`src/rtl/ckd_pkg.sv`:
```
// Package: offsets, field layout, reset values and decoded-value types for the clock config
package ckd_pkg;

   // ---------------------------------------------------------------
   // Register offsets on the control port
   // ---------------------------------------------------------------
   localparam logic [7:0] CKD_OFS_PLL_MULT_LOW = 8'h38;   // Multiplier low byte
   localparam logic [7:0] CKD_OFS_N_DENSITY    = 8'h39;   // N and density divider
   localparam logic [7:0] CKD_OFS_M_DIV        = 8'h3a;   // M divider
   localparam logic [7:0] CKD_OFS_MOD_BITCLK   = 8'h3b;   // Modulator / bit-clock tops
   localparam logic [7:0] CKD_OFS_PRI_BDIV_LOW = 8'h3c;   // Primary bit-clock low byte

   // ---------------------------------------------------------------
   // Reset values
   // ---------------------------------------------------------------
   localparam logic [7:0] CKD_RST_PLL_MULT_LOW = 8'h08;
   localparam logic [7:0] CKD_RST_N_DENSITY    = 8'h20;
   localparam logic [7:0] CKD_RST_M_DIV        = 8'h04;
   localparam logic [7:0] CKD_RST_MOD_BITCLK   = 8'h00;
   localparam logic [7:0] CKD_RST_PRI_BDIV_LOW = 8'h01;

   // ---------------------------------------------------------------
   // Field positions
   // ---------------------------------------------------------------
   localparam int CKD_N_DIV_MSB     = 7;
   localparam int CKD_N_DIV_LSB     = 5;
   localparam int CKD_DENSITY_MSB   = 4;
   localparam int CKD_DENSITY_LSB   = 2;
   localparam int CKD_M_DIV_MSB     = 7;
   localparam int CKD_M_DIV_LSB     = 2;
   localparam int CKD_MOD_DIV_MSB   = 5;
   localparam int CKD_MOD_DIV_LSB   = 4;
   localparam int CKD_PRI_TOP_BIT   = 2;
   localparam int CKD_SEC_TOP_BIT   = 1;
   localparam int CKD_RO_ZERO_BIT   = 0;

   // Writable mask of the modulator / bit-clock register (bit 0 is read-only)
   localparam logic [7:0] CKD_MOD_BITCLK_WMASK = 8'hfe;

   // ---------------------------------------------------------------
   // Decoded divide / multiply values for zero codes and reserved limits
   // ---------------------------------------------------------------
   localparam logic [3:0] CKD_N_ZERO_VALUE     = 4'h8;
   localparam logic [6:0] CKD_M_ZERO_VALUE     = 7'h40;
   localparam logic [9:0] CKD_BDIV_ZERO_VALUE  = 10'h200;
   localparam logic [2:0] CKD_DENSITY_MAX_CODE = 3'h4;
   localparam logic [1:0] CKD_MOD_RSVD_CODE    = 2'h3;

   // ---------------------------------------------------------------
   // Decoded settings handed to the PLL and divider chain
   // ---------------------------------------------------------------
   typedef struct packed {
      logic [8:0] pllMult;       // Integer multiplier, 0..511; reserved zero passes through
      logic [3:0] n_divider;          // N divide ratio, 1..8
      logic [4:0] densityDiv;    // Density modulator divide ratio, 1..16
      logic [6:0] m_divider;          // M divide ratio, 1..64
      logic [2:0] modDiv;        // Modulator clock divide ratio, 1/2/4
      logic [9:0] priBitclkDiv;  // Primary bit-clock divide ratio, 1..512
   } ckd_div_cfg_t;

   // Control port request
   typedef struct packed {
      logic       wrEn;          // One-cycle write strobe
      logic       rdEn;          // One-cycle read strobe
      logic [7:0] addr;          // Register offset
      logic [7:0] wrData;        // Write data
   } ckd_reg_req_t;

endpackage

```
`src/rtl/ckd_clock_cfg.sv`:
```
// Clock tree configuration registers and divider value decoding
`timescale 1ns/10ps
// ---------------------------------------------------------------
// ---------------------------------------------------------------
module ckd_clock_cfg
   import ckd_pkg::*;
(
   input  wire logic         ref_clk,
   input  wire logic         rst_n,
   input  wire ckd_reg_req_t regReq,
   output      logic [7:0]   regRdData,
   input  wire logic         pllIntMultTopBit,
   input  wire logic         autoDetectEn,
   input  wire ckd_div_cfg_t autoCfg,
   input  wire logic         nDividerEnable,
   input  wire logic         mDividerEnable,
   input  wire logic         densityModDividerEnable,
   output      ckd_div_cfg_t divCfg,
   output      logic         secondaryBitclkDivTop,
   output      logic         nDividerActive,
   output      logic         mDividerActive,
   output      logic         densityDividerActive,
   output      logic         reservedCodeSeen
);

   // ---------------------------------------------------------------
   // Decode functions
   // ---------------------------------------------------------------

   // Zero code means eight
   function automatic logic [3:0] decN(input logic [2:0] code);
      decN = (code == 3'h0) ? CKD_N_ZERO_VALUE : {1'b0, code};
   endfunction

   // Power-of-two ratio; reserved codes fall back to one
   function automatic logic [4:0] decDensity(input logic [2:0] code);
      decDensity = (code > CKD_DENSITY_MAX_CODE) ? 5'h01 : 5'(5'h01 << code);
   endfunction

   // Zero code means sixty-four
   function automatic logic [6:0] decM(input logic [5:0] code);
      decM = (code == 6'h00) ? CKD_M_ZERO_VALUE : {1'b0, code};
   endfunction

   // Reserved code three falls back to one
   function automatic logic [2:0] decMod(input logic [1:0] code);
      decMod = (code == CKD_MOD_RSVD_CODE) ? 3'h1 : 3'(3'h1 << code);
   endfunction

   // Zero code means 512
   function automatic logic [9:0] decBdiv(input logic [8:0] code);
      decBdiv = (code == 9'h000) ? CKD_BDIV_ZERO_VALUE : {1'b0, code};
   endfunction

   // ---------------------------------------------------------------
   // Register storage
   // ---------------------------------------------------------------
   logic [7:0]   multLow_reg;        // Multiplier low byte
   logic [7:0]   nDensity_reg;       // N and density fields
   logic [7:0]   m_divider_reg;           // M field
   logic [7:0]   modBitclk_reg;      // Modulator and bit-clock tops
   logic [7:0]   priBdivLow_reg;     // Primary bit-clock low byte
   logic [8:0]   multCode;           // Joined multiplier code
   logic [8:0]   priBdivCode;        // Joined primary bit-clock code
   ckd_div_cfg_t progCfg;            // Settings decoded from registers
   ckd_div_cfg_t divCfg_next;        // Settings chosen for the chain
   logic         reservedCode;       // Some field holds a reserved code

   wire wrHit = regReq.wrEn;

   // Write path: single-cycle strobe, all bits of a register land together
   always_ff @(posedge ref_clk or negedge rst_n)
   begin
      if (!rst_n)
      begin
         multLow_reg    <= CKD_RST_PLL_MULT_LOW;
         nDensity_reg   <= CKD_RST_N_DENSITY;
         m_divider_reg       <= CKD_RST_M_DIV;
         modBitclk_reg  <= CKD_RST_MOD_BITCLK;
         priBdivLow_reg <= CKD_RST_PRI_BDIV_LOW;
      end
      else if (wrHit)
      begin
         // Reserved bits stay writable storage; software keeps them at reset
         if (regReq.addr == CKD_OFS_PLL_MULT_LOW)
         begin
            multLow_reg <= regReq.wrData;
         end
         else if (regReq.addr == CKD_OFS_N_DENSITY)
         begin
            nDensity_reg <= regReq.wrData;
         end
         else if (regReq.addr == CKD_OFS_M_DIV)
         begin
            m_divider_reg <= regReq.wrData;
         end
         else if (regReq.addr == CKD_OFS_MOD_BITCLK)
         begin
            // Read-only bit is masked away from the write
            modBitclk_reg <= regReq.wrData & CKD_MOD_BITCLK_WMASK;
         end
         else if (regReq.addr == CKD_OFS_PRI_BDIV_LOW)
         begin
            priBdivLow_reg <= regReq.wrData;
         end
      end
   end

   // ---------------------------------------------------------------
   // Read path
   // ---------------------------------------------------------------

   // Registered read data; unmapped offsets return zero
   always_ff @(posedge ref_clk or negedge rst_n)
   begin
      if (!rst_n)
      begin
         regRdData <= 8'h00;
      end
      else if (regReq.rdEn)
      begin
         if (regReq.addr == CKD_OFS_PLL_MULT_LOW)
         begin
            regRdData <= multLow_reg;
         end
         else if (regReq.addr == CKD_OFS_N_DENSITY)
         begin
            regRdData <= nDensity_reg;
         end
         else if (regReq.addr == CKD_OFS_M_DIV)
         begin
            regRdData <= m_divider_reg;
         end
         else if (regReq.addr == CKD_OFS_MOD_BITCLK)
         begin
            regRdData <= modBitclk_reg & CKD_MOD_BITCLK_WMASK;
         end
         else if (regReq.addr == CKD_OFS_PRI_BDIV_LOW)
         begin
            regRdData <= priBdivLow_reg;
         end
         else
         begin
            regRdData <= 8'h00;
         end
      end
   end

   // ---------------------------------------------------------------
   // Decoding
   // ---------------------------------------------------------------

   // Multiplier top bit comes from a register owned elsewhere; bit-clock top bit from the modulator register
   assign multCode    = {pllIntMultTopBit, multLow_reg};
   assign priBdivCode = {modBitclk_reg[CKD_PRI_TOP_BIT], priBdivLow_reg};

   // Decode from stored registers only, so a half-written value never shows
   always_comb
   begin
      progCfg.pllMult      = multCode;
      progCfg.n_divider         = decN(nDensity_reg[CKD_N_DIV_MSB:CKD_N_DIV_LSB]);
      progCfg.densityDiv   = decDensity(nDensity_reg[CKD_DENSITY_MSB:CKD_DENSITY_LSB]);
      progCfg.m_divider         = decM(m_divider_reg[CKD_M_DIV_MSB:CKD_M_DIV_LSB]);
      progCfg.modDiv       = decMod(modBitclk_reg[CKD_MOD_DIV_MSB:CKD_MOD_DIV_LSB]);
      progCfg.priBitclkDiv = decBdiv(priBdivCode);
   end

   // Auto detection wins over anything programmed
   assign divCfg_next = autoDetectEn ? autoCfg : progCfg;

   // Reserved codes are flagged, not trapped; density and modulator fall back to one, a zero multiplier passes through
   assign reservedCode = (multCode == 9'h000)
                       | (nDensity_reg[CKD_DENSITY_MSB:CKD_DENSITY_LSB] > CKD_DENSITY_MAX_CODE)
                       | (modBitclk_reg[CKD_MOD_DIV_MSB:CKD_MOD_DIV_LSB] == CKD_MOD_RSVD_CODE);

   // ---------------------------------------------------------------
   // Output registers
   // ---------------------------------------------------------------

   // Settings move one edge after the register write completes
   always_ff @(posedge ref_clk or negedge rst_n)
   begin
      if (!rst_n)
      begin
         divCfg <= '0;
      end
      else
      begin
         divCfg <= divCfg_next;
      end
   end

   // Secondary top bit passed on for the other bit-clock divider
   always_ff @(posedge ref_clk or negedge rst_n)
   begin
      if (!rst_n)
      begin
         secondaryBitclkDivTop <= 1'b0;
      end
      else
      begin
         secondaryBitclkDivTop <= modBitclk_reg[CKD_SEC_TOP_BIT];
      end
   end

   // Divider enables; each divider idles until its bit is one
   always_ff @(posedge ref_clk or negedge rst_n)
   begin
      if (!rst_n)
      begin
         nDividerActive       <= 1'b0;
         mDividerActive       <= 1'b0;
         densityDividerActive <= 1'b0;
      end
      else
      begin
         nDividerActive       <= nDividerEnable;
         mDividerActive       <= mDividerEnable;
         densityDividerActive <= densityModDividerEnable;
      end
   end

   // Reserved-code indicator; ignored while auto detection drives the chain
   always_ff @(posedge ref_clk or negedge rst_n)
   begin
      if (!rst_n)
      begin
         reservedCodeSeen <= 1'b0;
      end
      else
      begin
         reservedCodeSeen <= reservedCode & ~autoDetectEn;
      end
   end

   // ---------------------------------------------------------------
   // Assertions
   // ---------------------------------------------------------------
   logic firstCycle_reg;   // High in the first cycle after reset release
   always_ff @(posedge ref_clk or negedge rst_n)
   begin
      if (!rst_n)
      begin
         firstCycle_reg <= 1'b1;
      end
      else
      begin
         firstCycle_reg <= 1'b0;
      end
   end
endmodule

```
`config.mk`:
```
export PLATFORM = sky130hd
export DESIGN_NAME = ckd_clock_cfg
export DESIGN_NICKNAME = d
export VERILOG_FILES = /design/src/rtl/ckd_pkg.sv /design/src/rtl/ckd_clock_cfg.sv
export SDC_FILE = /design/constraint.sdc
export NUM_CORES = 1
export LEC_CHECK = 0
export BUFFER_PORTS_ARGS = -buffer_cell sky130_fd_sc_hd__clkbuf_2
export CAP_MARGIN = 0
export CORE_UTILIZATION = 47
export CTS_BUF_LIST = sky130_fd_sc_hd__clkbuf_16
export DETAILED_ROUTE_END_ITERATION = 12
export GPL_TIMING_DRIVEN = 0
export PLACE_DENSITY = 0.83
export SYNTH_ARGS = -nofsm -noshare
export SYNTH_HDL_FRONTEND = slang
export SYNTH_SLANG_ARGS = --single-unit
```
`constraint.sdc`:
```
create_clock -name ref_clk -period 1.35 [get_ports ref_clk]
set_input_delay 0.2025 -clock ref_clk [delete_from_list [all_inputs] [get_ports ref_clk]]
set_output_delay 0.2025 -clock ref_clk [all_outputs]
set_load 0.005 [all_outputs]
```
==> results of run 1 <==
[cell usage after synthesis, types with 2 or more instances]
master	instances	share of area, %
o41ai_1	2	0.44
nand2b_1	3	0.47
a32o_1	3	0.75
o21ai_0	2	0.25
o22ai_1	6	0.94
mux4_2	7	4.0
nand3_1	2	0.25
nand4b_4	2	1.2
mux2_4	23	8.7
dfstp_2	4	2.6
clkbuf_1	3	0.28
nor2_1	8	0.75
buf_4	3	0.57
mux2i_1	6	1.5
nand2_1	4	0.38
inv_1	10	0.94
ha_1	5	1.6
dfrtp_1	86	54
mux2_2	34	9.6
nor3b_1	7	1.3
mux2_1	13	3.7
nor4_1	4	0.63
buf_2	4	0.50
[layout make-up]
type | instances | area, µm² | area share, %
inverters | 10 | 37.54 | 0.7241
repair buffers | 129 | 726.9 | 14.02
well taps | 105 | 131.4 | 2.534
clock inverters | 7 | 65.06 | 1.255
clock buffers | 9 | 225.2 | 4.345
flip-flops and latches | 90 | 2263 | 43.66
plain buffers | 13 | 88.84 | 1.714
multi-input cells | 146 | 1645 | 31.74
[timing repair]
action | CTS | global route
endpoints found under the hold margin | 28 | 0
hold buffers | 4 | 0
setup buffers | 9 | 4
pin swaps | 2 | 1
endpoints found under the setup margin | 8 | 8
resized for setup | 10 | 5
[logic make-up after synthesis]
logic type      count (synthesis)  synth area share, %
compound gates                 18                3.423
fa+ha+maj                       5                1.570
flops                          90                56.64
mux                            83                27.41
simple gates                   40                7.787
buf+inv                        23                3.171
[stage by stage]
step	worst slack, ps	setup TNS [ps]
floorplan	2.850	0
CTS	-31.49	-34.91
global placement	-867.2	-84850
finish	-20.97	-41.22
detailed placement	-218.3	-12490
global route	-37.23	-164.3
[worst max-delay path, stage by stage (launching register included)]
cell	delay (ps)
dfrtp_1	390
buf_6	120
mux4_2	450
mux2i_1	200
o22ai_1	90
[routing by layer]
metal	GRT usage [%]	vias up
li1	-	1226
met1	28.40	1406
met2	40.15	94
met3	5.259	12
met4	8.077	0
met5	0	-
[path summary, 6_finish.rpt]
| check | start | end | slack (ps) | depth (start not counted) |
|---|---|---|---|---|
| worst max register to register | nDensity_reg[2] | regRdData[2] | -20 | 4 |
| min in group asynchronous | rst_n | densityDividerActive | 370 | 2 |
| max in group asynchronous | rst_n | priBdivLow_reg[0] | 310 | 3 |
| worst max-delay path | nDensity_reg[2] | regRdData[2] | -20 | 4 |
| worst min-delay path | autoCfg[19] | divCfg[19] | 70 | 3 |
| worst min register to register | modBitclk_reg[1] | secondaryBitclkDivTop | 430 | 0 |
[power groups by stage]
stage               registers [mW]  logic [mW]  clock network [mW]
CTS                           2.92       0.672                2.45
global route                  2.93       0.755                2.60
detailed placement            2.97       0.623                   0
floorplan                     2.95       0.309                   0
global placement              2.97       0.593                   0
finish                        2.92       0.689                2.43
==> results.md, run 1 <==
* Final Hold Viols at 0
* Hold slack at 72.53 ps
* Comb power frac at 11.4%
* WL met2 at 4995 µm
* Dpl cells at 476
* Top-level I/O count at 114
* Met3 routed WL at 477 µm
* Ys Warns at 0
* Vias in the first global route at 2,841
* Yosys cell types at 41
* Peak supply drop at 0.0006111 V
* Ys async rst share at 100.0%
* Rows at 33
* Synthesized instance count at 259
* Total power at 6.038 mW
* DIE AREA at 0.008851 mm²
* Period utilization at 101.6%
* Syn-to-layout area delta at 30.08%
* Starting Density at 48.50%
* Fin worst setup slack at -20.97 ps
* Worst Path Required at 1560 ps
* Biggest register: divCfg
* Slew @ Worst Pin at 620.4 ps
* Remaining global-route overflow at 0
* Antenna violations before repair at 0
* GRT Total Usage at 23.20%
* Final non-filler cell area at 0.005184 mm²
* TritonCTS buffer count at 9
* Yosys reg bits at 90
* EDFF count, synth at 0
* Routed WL at 9640 µm
* Clock tree buffer depth at 2
* CTS tree: built
* H-tree Lvls at 3
* Clock power frac at 40.2%
* Max FFs per register at 38
* Switching power at 1.410 mW
* Vias at 2,738
* Remaining DRCs at 0
* Post-Layout Cell Count at 509
* Post-synthesis net count at 327
* Mapped Area at 0.003985 mm²
* Worst slew margin at 58.64%
* Status: finished, violations left
* PD cells at 1165 mW/mm²
* Routability Congestion at 0.7955
* DR WL/cell at 18.94 µm
* Critical path capture point type: flip-flop
* Max cap viols at 0
* Antenna-violating nets left at 0
* Max Used Layer: met4
* RSZ-0062 raised after global routing: true
* N_diodes at 0
* Share of the core filled with cells at 63.09%
* HPWL after DPL at 6579 µm
* Startpoint Class: flip-flop
* Most common cell after layout, fill and taps aside: clkbuf_2
* Flop pwr share at 48.4%
* Reg clk slew, reported paths at 70 ps
* Global-route wire length before repair at 14,860 µm
* Core ar. at 0.008217 mm²
* Switching share of power at 23.35%
* Internal cell power at 4.629 mW
* Sequential area share after synthesis at 56.64%
* Drt pass-1 iters at 4
* Die extent in y at 94.08 µm
* Failing checks: negative setup slack
* Commonest non-fill, non-tap cells in the layout: clkbuf_2 (110), dfrtp_1 (81), mux2_2 (34)
* Layout cells sized above 1 at 57.92%
* # nets final at 467
* Worst EP arrival at 1580 ps
* Sink Count at 90
* Final slew viol count at 0
* Port-buffer cells at 111
* CTS root buf: clkbuf_16
* Setup violations, final at 3
* Largest net degree at the start of global routing at 64
* WS Path Type: reg2reg
* Max frequency at 729.4 MHz
* Via density at 5.379
* Prevailing post-synth register cell: dfrtp_1
* Wire length on met1 at 4012 µm
* Placement Cell Area at 0.004702 mm²
* Crit path time final at 1371 ps
* CP max FO at 2
* Hold crit path type: in2reg
* Leak at 2.677 nW
* Fillers at 626
* Skew-Pair Late Insertion Delay at 330 ps
* DRT iter0 DRCs at 134
* Syn avg cell area at 15.39 µm²
* Die Wd at 94.08 µm
* Skew final at 7.378 ps
No activity file was read; power rests on OpenSTA's default activity.
==> inputs of run 2 (changes only) <==
Settings changed: REMOVE_ABC_BUFFERS from default to 1.
==> run 2 against run 1 <==
Against the previous run:
- cell area is 2.2% lower
- sequential share of layout area is 0.93 points higher
- worst setup slack better by 55 ps
- clock power is 3% higher
- total power is 0.38% higher
- sequential cell count stayed put
- count of clock-buffer cells in the layout stayed put
- final cell count is 3.9% lower
- die area stayed put
- sequential power hardly changed
- the run now ends clean
==> results.md, run 2 (same netlist as run 1, synthesis figures left out) <==
* Max cap viols at 0 (unchanged)
* Slew @ Worst Pin at 599.1 ps (was 620.4 ps)
* Worst Path Required at 1560 ps (about the same)
* Remaining global-route overflow at 0 (unchanged)
* RSZ-0062 raised after global routing: true (unchanged)
* Antenna violations before repair at 0 (unchanged)
* Delay-heaviest family, CP: multiplexers (unchanged)
* Crit path time final at 1316 ps (was 1371 ps)
* N_diodes at 0 (unchanged)
* PD cells at 1196 mW/mm² (was 1165 mW/mm²)
* Skew final at 7.211 ps (was 7.378 ps)
* Final non-filler cell area at 0.005070 mm² (was 0.005184 mm²)
* Leak at 2.596 nW (was 2.677 nW)
* DR WL/cell at 17.83 µm (was 18.94 µm)
* Largest net degree at the start of global routing at 55 (was 64)
* Startpoint Class: flip-flop (unchanged)
* CTS root buf: clkbuf_16 (unchanged)
* Status: finished, final reports clean (was finished, violations left)
* Biggest register: divCfg (unchanged)
* Critical path capture point type: flip-flop (unchanged)
* Via density at 5.323 (was 5.379)
* Final slew viol count at 0 (unchanged)
* Setup violations, final at 0 (was 3)
* Clock tree buffer depth at 2 (unchanged)
* Layout cells sized above 1 at 57.55% (was 57.92%)
* Worst slew margin at 60.06% (was 58.64%)
* Worst R2R Setup Slack at 30 ps (was -20 ps)
* Global-route wire length before repair at 13,630 µm (was 14,860 µm)
* Starting Density at 48.50% (unchanged)
* Remaining DRCs at 0 (unchanged)
* Routed WL at 8721 µm (was 9640 µm)
* Die Wd at 94.08 µm (unchanged)
* Max frequency at 759.6 MHz (was 729.4 MHz)
* Core ar. at 0.008217 mm² (unchanged)
* Die extent in y at 94.08 µm (unchanged)
* Vias at 2,603 (was 2,738)
* CP Cell Sequence: mux4_2 -> mux2i_1 -> o22ai_1 (was buf_6 -> mux4_2 -> mux2i_1 -> o22ai_1)
* Hold crit path type: in2reg (unchanged)
* H-tree Lvls at 3 (unchanged)
* CP max stage delay at 500 ps (was 450 ps)
* Crit. Startpoint: m_divider_reg[3] (was nDensity_reg[2])
* Most common cell after layout, fill and taps aside: clkbuf_2 (unchanged)
* HPWL after DPL at 5933 µm (was 6579 µm)
* Bufs and invs on worst path at 0 (was 1)
* Antenna-violating nets left at 0 (unchanged)
* Drt pass-1 iters at 4 (unchanged)
* Rows at 33 (unchanged)
* Critical path's slowest cell: mux4_2 (unchanged)
* Vias in the first global route at 2,581 (was 2,841)
* GRT Total Usage at 21.30% (was 23.20%)
* CP max FO at 4 (was 2)
* Peak supply drop at 0.0007706 V (was 0.0006111 V)
* Commonest non-fill, non-tap cells in the layout: clkbuf_2 (108), dfrtp_1 (83), mux2_2 (34) (was clkbuf_2 (110), dfrtp_1 (81), mux2_2 (34))
* Worst EP arrival at 1530 ps (was 1580 ps)
* Max FFs per register at 38 (unchanged)
* Sink Count at 90 (unchanged)
* Share of the core filled with cells at 61.70% (was 63.09%)
* Hold Crit Start: autoCfg[23] (was autoCfg[19])
* TritonCTS buffer count at 9 (unchanged)
* Port-buffer cells at 113 (was 111)
* DIE AREA at 0.008851 mm² (unchanged)
* Syn-to-layout area delta at 27.22% (was 30.08%)
* Final Hold Viols at 0 (unchanged)
* Worst r2r src: m_divider_reg[3] (was nDensity_reg[2])
* Routability Congestion at 0.7754 (was 0.7955)
* Period utilization at 97.51% (was 101.6%)
* Placement Cell Area at 0.004623 mm² (was 0.004702 mm²)
* DRT iter0 DRCs at 111 (was 134)
* WS Path Type: reg2reg (unchanged)
* Reg clk slew, reported paths at 70 ps (about the same)
* # nets final at 447 (was 467)
* Top-level I/O count at 114 (unchanged)
* Skew-Pair Late Insertion Delay at 350 ps (was 330 ps)
* CTS tree: built (unchanged)
run 2: changes by cell type in the layout (fill, tap and decap cells not counted), sizes merged:
| cell | change |
|---|---|
| clkbuf | -3 |
| clkinvlp | -1 |
| clkinv | +1 |
| buf | -17 |
run 2: cell type report:
type                    instances  area [µm²]
fillers                       635        3147
repair buffers                122       670.6
clock inverters                 7       68.82
multi-input cells             146        1675
well taps                     105       131.4
clock buffers                   9       225.2
flip-flops and latches         90        2261
inverters                      10       37.54
run 2: power by group:
part	internal [mW]	switching (mW)
clock network	1.43	1.06
registers	2.83	0.0863
logic	0.356	0.289
run 2: final timing paths:
check / endpoint / cells past startpoint
setup / recovery: regRdData[3] / 3
hold / removal: divCfg[23] / 3
setup reg to reg: regRdData[3] / 3
hold reg to reg: secondaryBitclkDivTop / 0
max in group asynchronous: nDensity_reg[5] / 3
min in group asynchronous: divCfg[1] / 2
run 2: per-stage QoR:
stage | hold WS [ps] | TNS [ps] | power [mW] | cells | setup slack [ps]
after floorplan | -93.09 | -382.5 | 3.206 | 246 | -54.64
after global routing | 74.40 | -11.18 | 6.291 | 489 | -11.18
after global placement | 315.1 | -99980 | 3.533 | 464 | -897.9
after detailed placement | 244.6 | -23680 | 3.571 | 465 | -415.1
after CTS | 58.54 | -7.697 | 6.097 | 489 | -7.697
final | 62.11 | 0 | 6.061 | 489 | 33.59
run 2: layer usage:
| layer | global-route usage, % | share of wire, % | wire [µm] |
|---|---|---|---|
| met1 | 28.19 | 44 | 3839 |
| met2 | 33.21 | 48 | 4165 |
| met3 | 4.126 | 4.9 | 429 |
| met4 | 11.03 | 3.3 | 286 |
| met5 | 0 | 0 | 0 |
run 2: worst min-delay path, cell delays in order:
cell,delay (ps)
clkbuf_2,70
nand2_1,40
o21ai_0,60
run 2: repair_timing:
action | 4_1_cts | 5_1_grt
hold buffers | 4 | 0
endpoints found under the setup margin | 24 | 37
setup buffers | 4 | 1
endpoints found under the hold margin | 37 | 0
resized for setup | 8 | 15
pin swaps | 2 | 0
==> inputs of run 3 (changes only) <==
Settings changed: CELL_PAD_IN_SITES_DETAIL_PLACEMENT from default to 2, CELL_PAD_IN_SITES_GLOBAL_PLACEMENT from default to 2, CORE_MARGIN from default to 1.5, CORE_UTILIZATION 47 to 32.
==> run 3 against run 2 <==
Against the previous run:
- the flow now finishes with violations (negative setup slack)
- clock skew rose by 0.53 ps
- fmax fell by 3.2%
- critical path depth rose by 1
- clock power barely moved
- sequential share of layout area fell by 1.1 points
- count of clock-buffer cells in the layout did not move
- sequential cell count did not move
- utilization fell by 19 points
- combinational power rose by 5.4%
- worst setup slack got worse by 44 ps
- non-clock buffer count rose by 9
- largest power group unchanged
- highest routed layer unchanged
==> results.md, run 3 (same netlist as run 1, synthesis figures left out) <==
* WS Path Type: reg2reg (unchanged)
* Remaining global-route overflow at 0 (unchanged)
* CP max FO at 3 (was 4)
* Largest net degree at the start of global routing at 50 (was 55)
* CP Cell Sequence: buf_6 -> mux4_2 -> mux2i_1 -> o22ai_1 (was mux4_2 -> mux2i_1 -> o22ai_1)
* Rows at 40 (was 33)
* Max FFs per register at 38 (unchanged)
* Global-route wire length before repair at 17,310 µm (was 13,630 µm)
* DR WL/cell at 19.84 µm (was 17.83 µm)
* Drt pass-1 iters at 4 (unchanged)
* Worst R2R Setup Slack at -10 ps (was 30 ps)
* Hold crit path type: in2reg (unchanged)
* Max frequency at 735.2 MHz (was 759.6 MHz)
* Sink Count at 90 (unchanged)
* Status: finished, violations left (was finished, final reports clean)
* Biggest register: divCfg (unchanged)
* Vias at 2,669 (was 2,603)
* CP max stage delay at 440 ps (was 500 ps)
* DRT iter0 DRCs at 67 (was 111)
* Routability Congestion at 0.7431 (was 0.7754)
* Crit path time final at 1360 ps (was 1316 ps)
* Antenna violations before repair at 0 (unchanged)
* Syn-to-layout area delta at 30.46% (was 27.22%)
* Worst Path Required at 1570 ps (was 1560 ps)
* Core ar. at 0.01206 mm² (was 0.008217 mm²)
* Fin worst setup slack at -10.19 ps (was 33.59 ps)
* Layout cells sized above 1 at 58.27% (was 57.55%)
* Fillers at 1,199 (was 635)
* Reg clk slew, reported paths at 70 ps (about the same)
* Worst EP arrival at 1580 ps (was 1530 ps)
* Worst slew margin at 56.50% (was 60.06%)
* Skew final at 7.738 ps (was 7.211 ps)
* Period utilization at 100.8% (was 97.51%)
* Failing checks: negative setup slack
* Antenna-violating nets left at 0 (unchanged)
* Skew-Pair Late Insertion Delay at 350 ps (about the same)
* Max cap viols at 0 (unchanged)
* H-tree Lvls at 3 (unchanged)
* Leak at 2.640 nW (was 2.596 nW)
* Setup violations, final at 1 (was 0)
* Vias in the first global route at 3,020 (was 2,581)
* N_diodes at 0 (unchanged)
* Startpoint Class: flip-flop (unchanged)
* Total power at 6.072 mW (was 6.061 mW)
* Commonest non-fill, non-tap cells in the layout: clkbuf_2 (108), dfrtp_1 (81), mux2_2 (34) (was clkbuf_2 (108), dfrtp_1 (83), mux2_2 (34))
* Starting Density at 33.04% (was 48.50%)
* Routed WL at 11,130 µm (was 8721 µm)
* CTS root buf: clkbuf_16 (unchanged)
* TritonCTS buffer count at 9 (unchanged)
* HPWL after DPL at 7627 µm (was 5933 µm)
* Remaining DRCs at 0 (unchanged)
* Final Hold Viols at 0 (unchanged)
* # nets final at 456 (was 447)
* DIE AREA at 0.01313 mm² (was 0.008851 mm²)
* Critical path's slowest cell: mux4_2 (unchanged)
* GRT Total Usage at 18.08% (was 21.30%)
* Die extent in y at 114.6 µm (was 94.08 µm)
* Critical path capture point type: flip-flop (unchanged)
* Most common cell after layout, fill and taps aside: clkbuf_2 (unchanged)
* Via density at 4.758 (was 5.323)
* Share of the core filled with cells at 43.10% (was 61.70%)
* Slew @ Worst Pin at 652.4 ps (was 599.1 ps)
* RSZ-0062 raised after global routing: true (unchanged)
* CTS tree: built (unchanged)
* Final slew viol count at 0 (unchanged)
* Clock tree buffer depth at 2 (unchanged)
* Port-buffer cells at 113 (unchanged)
* Peak supply drop at 0.0004065 V (was 0.0007706 V)
* PD cells at 1168 mW/mm² (was 1196 mW/mm²)
* Die Wd at 114.6 µm (was 94.08 µm)
* Top-level I/O count at 114 (unchanged)
==> run 3: worst max-delay path, delay by kind of cell (launching register included) <==
family	cells	cell delay, ps
flops	1	430
mux	2	580
compound gates	1	100
buf+inv	1	120
==> run 3: final cells by class <==
cell class,count,area [µm²],area share (%)
clock buffers,9,225.2,4.332
clock inverters,7,55.05,1.059
inverters,10,37.54,0.7220
multi-input cells,146,1664,32.01
flip-flops and latches,90,2263,43.54
well taps,168,210.2,4.043
repair buffers,131,743.2,14.30
==> run 3: metal layers <==
layer / vias up / share of wire (%) / track usage, %
li1: 1206 / - / -
met2: 71 / 51 / 30.90
met3: 11 / 5.0 / 4.923
met1: 1381 / 42 / 22.40
met4: 0 / 1.2 / 5.250
met5: - / 0 / 0
==> run 3: worst paths after layout <==
check | startpoint | to | cells after the start
worst max-delay path | nDensity_reg[2] | regRdData[2] | 4
worst min-delay path | autoCfg[28] | divCfg[28] | 3
worst max register to register | nDensity_reg[2] | regRdData[2] | 4
worst min register to register | modBitclk_reg[1] | secondaryBitclkDivTop | 0
max in group asynchronous | rst_n | multLow_reg[3] | 3
min in group asynchronous | rst_n | divCfg[10] | 2
==> run 3: report_power, final <==
part | switching (mW) | total (mW) | internal [mW]
Combinational | 0.313 | 0.679 | 0.366
Clock | 1.06 | 2.47 | 1.40
Sequential | 0.0905 | 2.93 | 2.84
==> run 3: metrics by stage <==
stage,worst slack (ps),area (µm²),setup TNS [ps],cells,hold slack [ps]
2_1_floorplan,-54.64,3896,-382.5,246,-93.09
3_3_place_gp,-1005,4672,-114620,527,317.5
3_5_place_dp,-471.5,4695,-28790,528,313.5
4_1_cts,-2.563,5145,-2.563,555,56.98
5_1_grt,-75.92,5199,-126.5,561,67.25
6_report,-10.19,5199,-10.19,561,59.94
==> run 3: what timing repair did <==
action                                 4_1_cts  5_1_grt
setup endpoints to repair                   43       19
gates resized for setup                     20        6
endpoints found under the hold margin       49        0
pin swaps                                    3        2
buffers inserted                             7        6
hold buffers                                 4        0
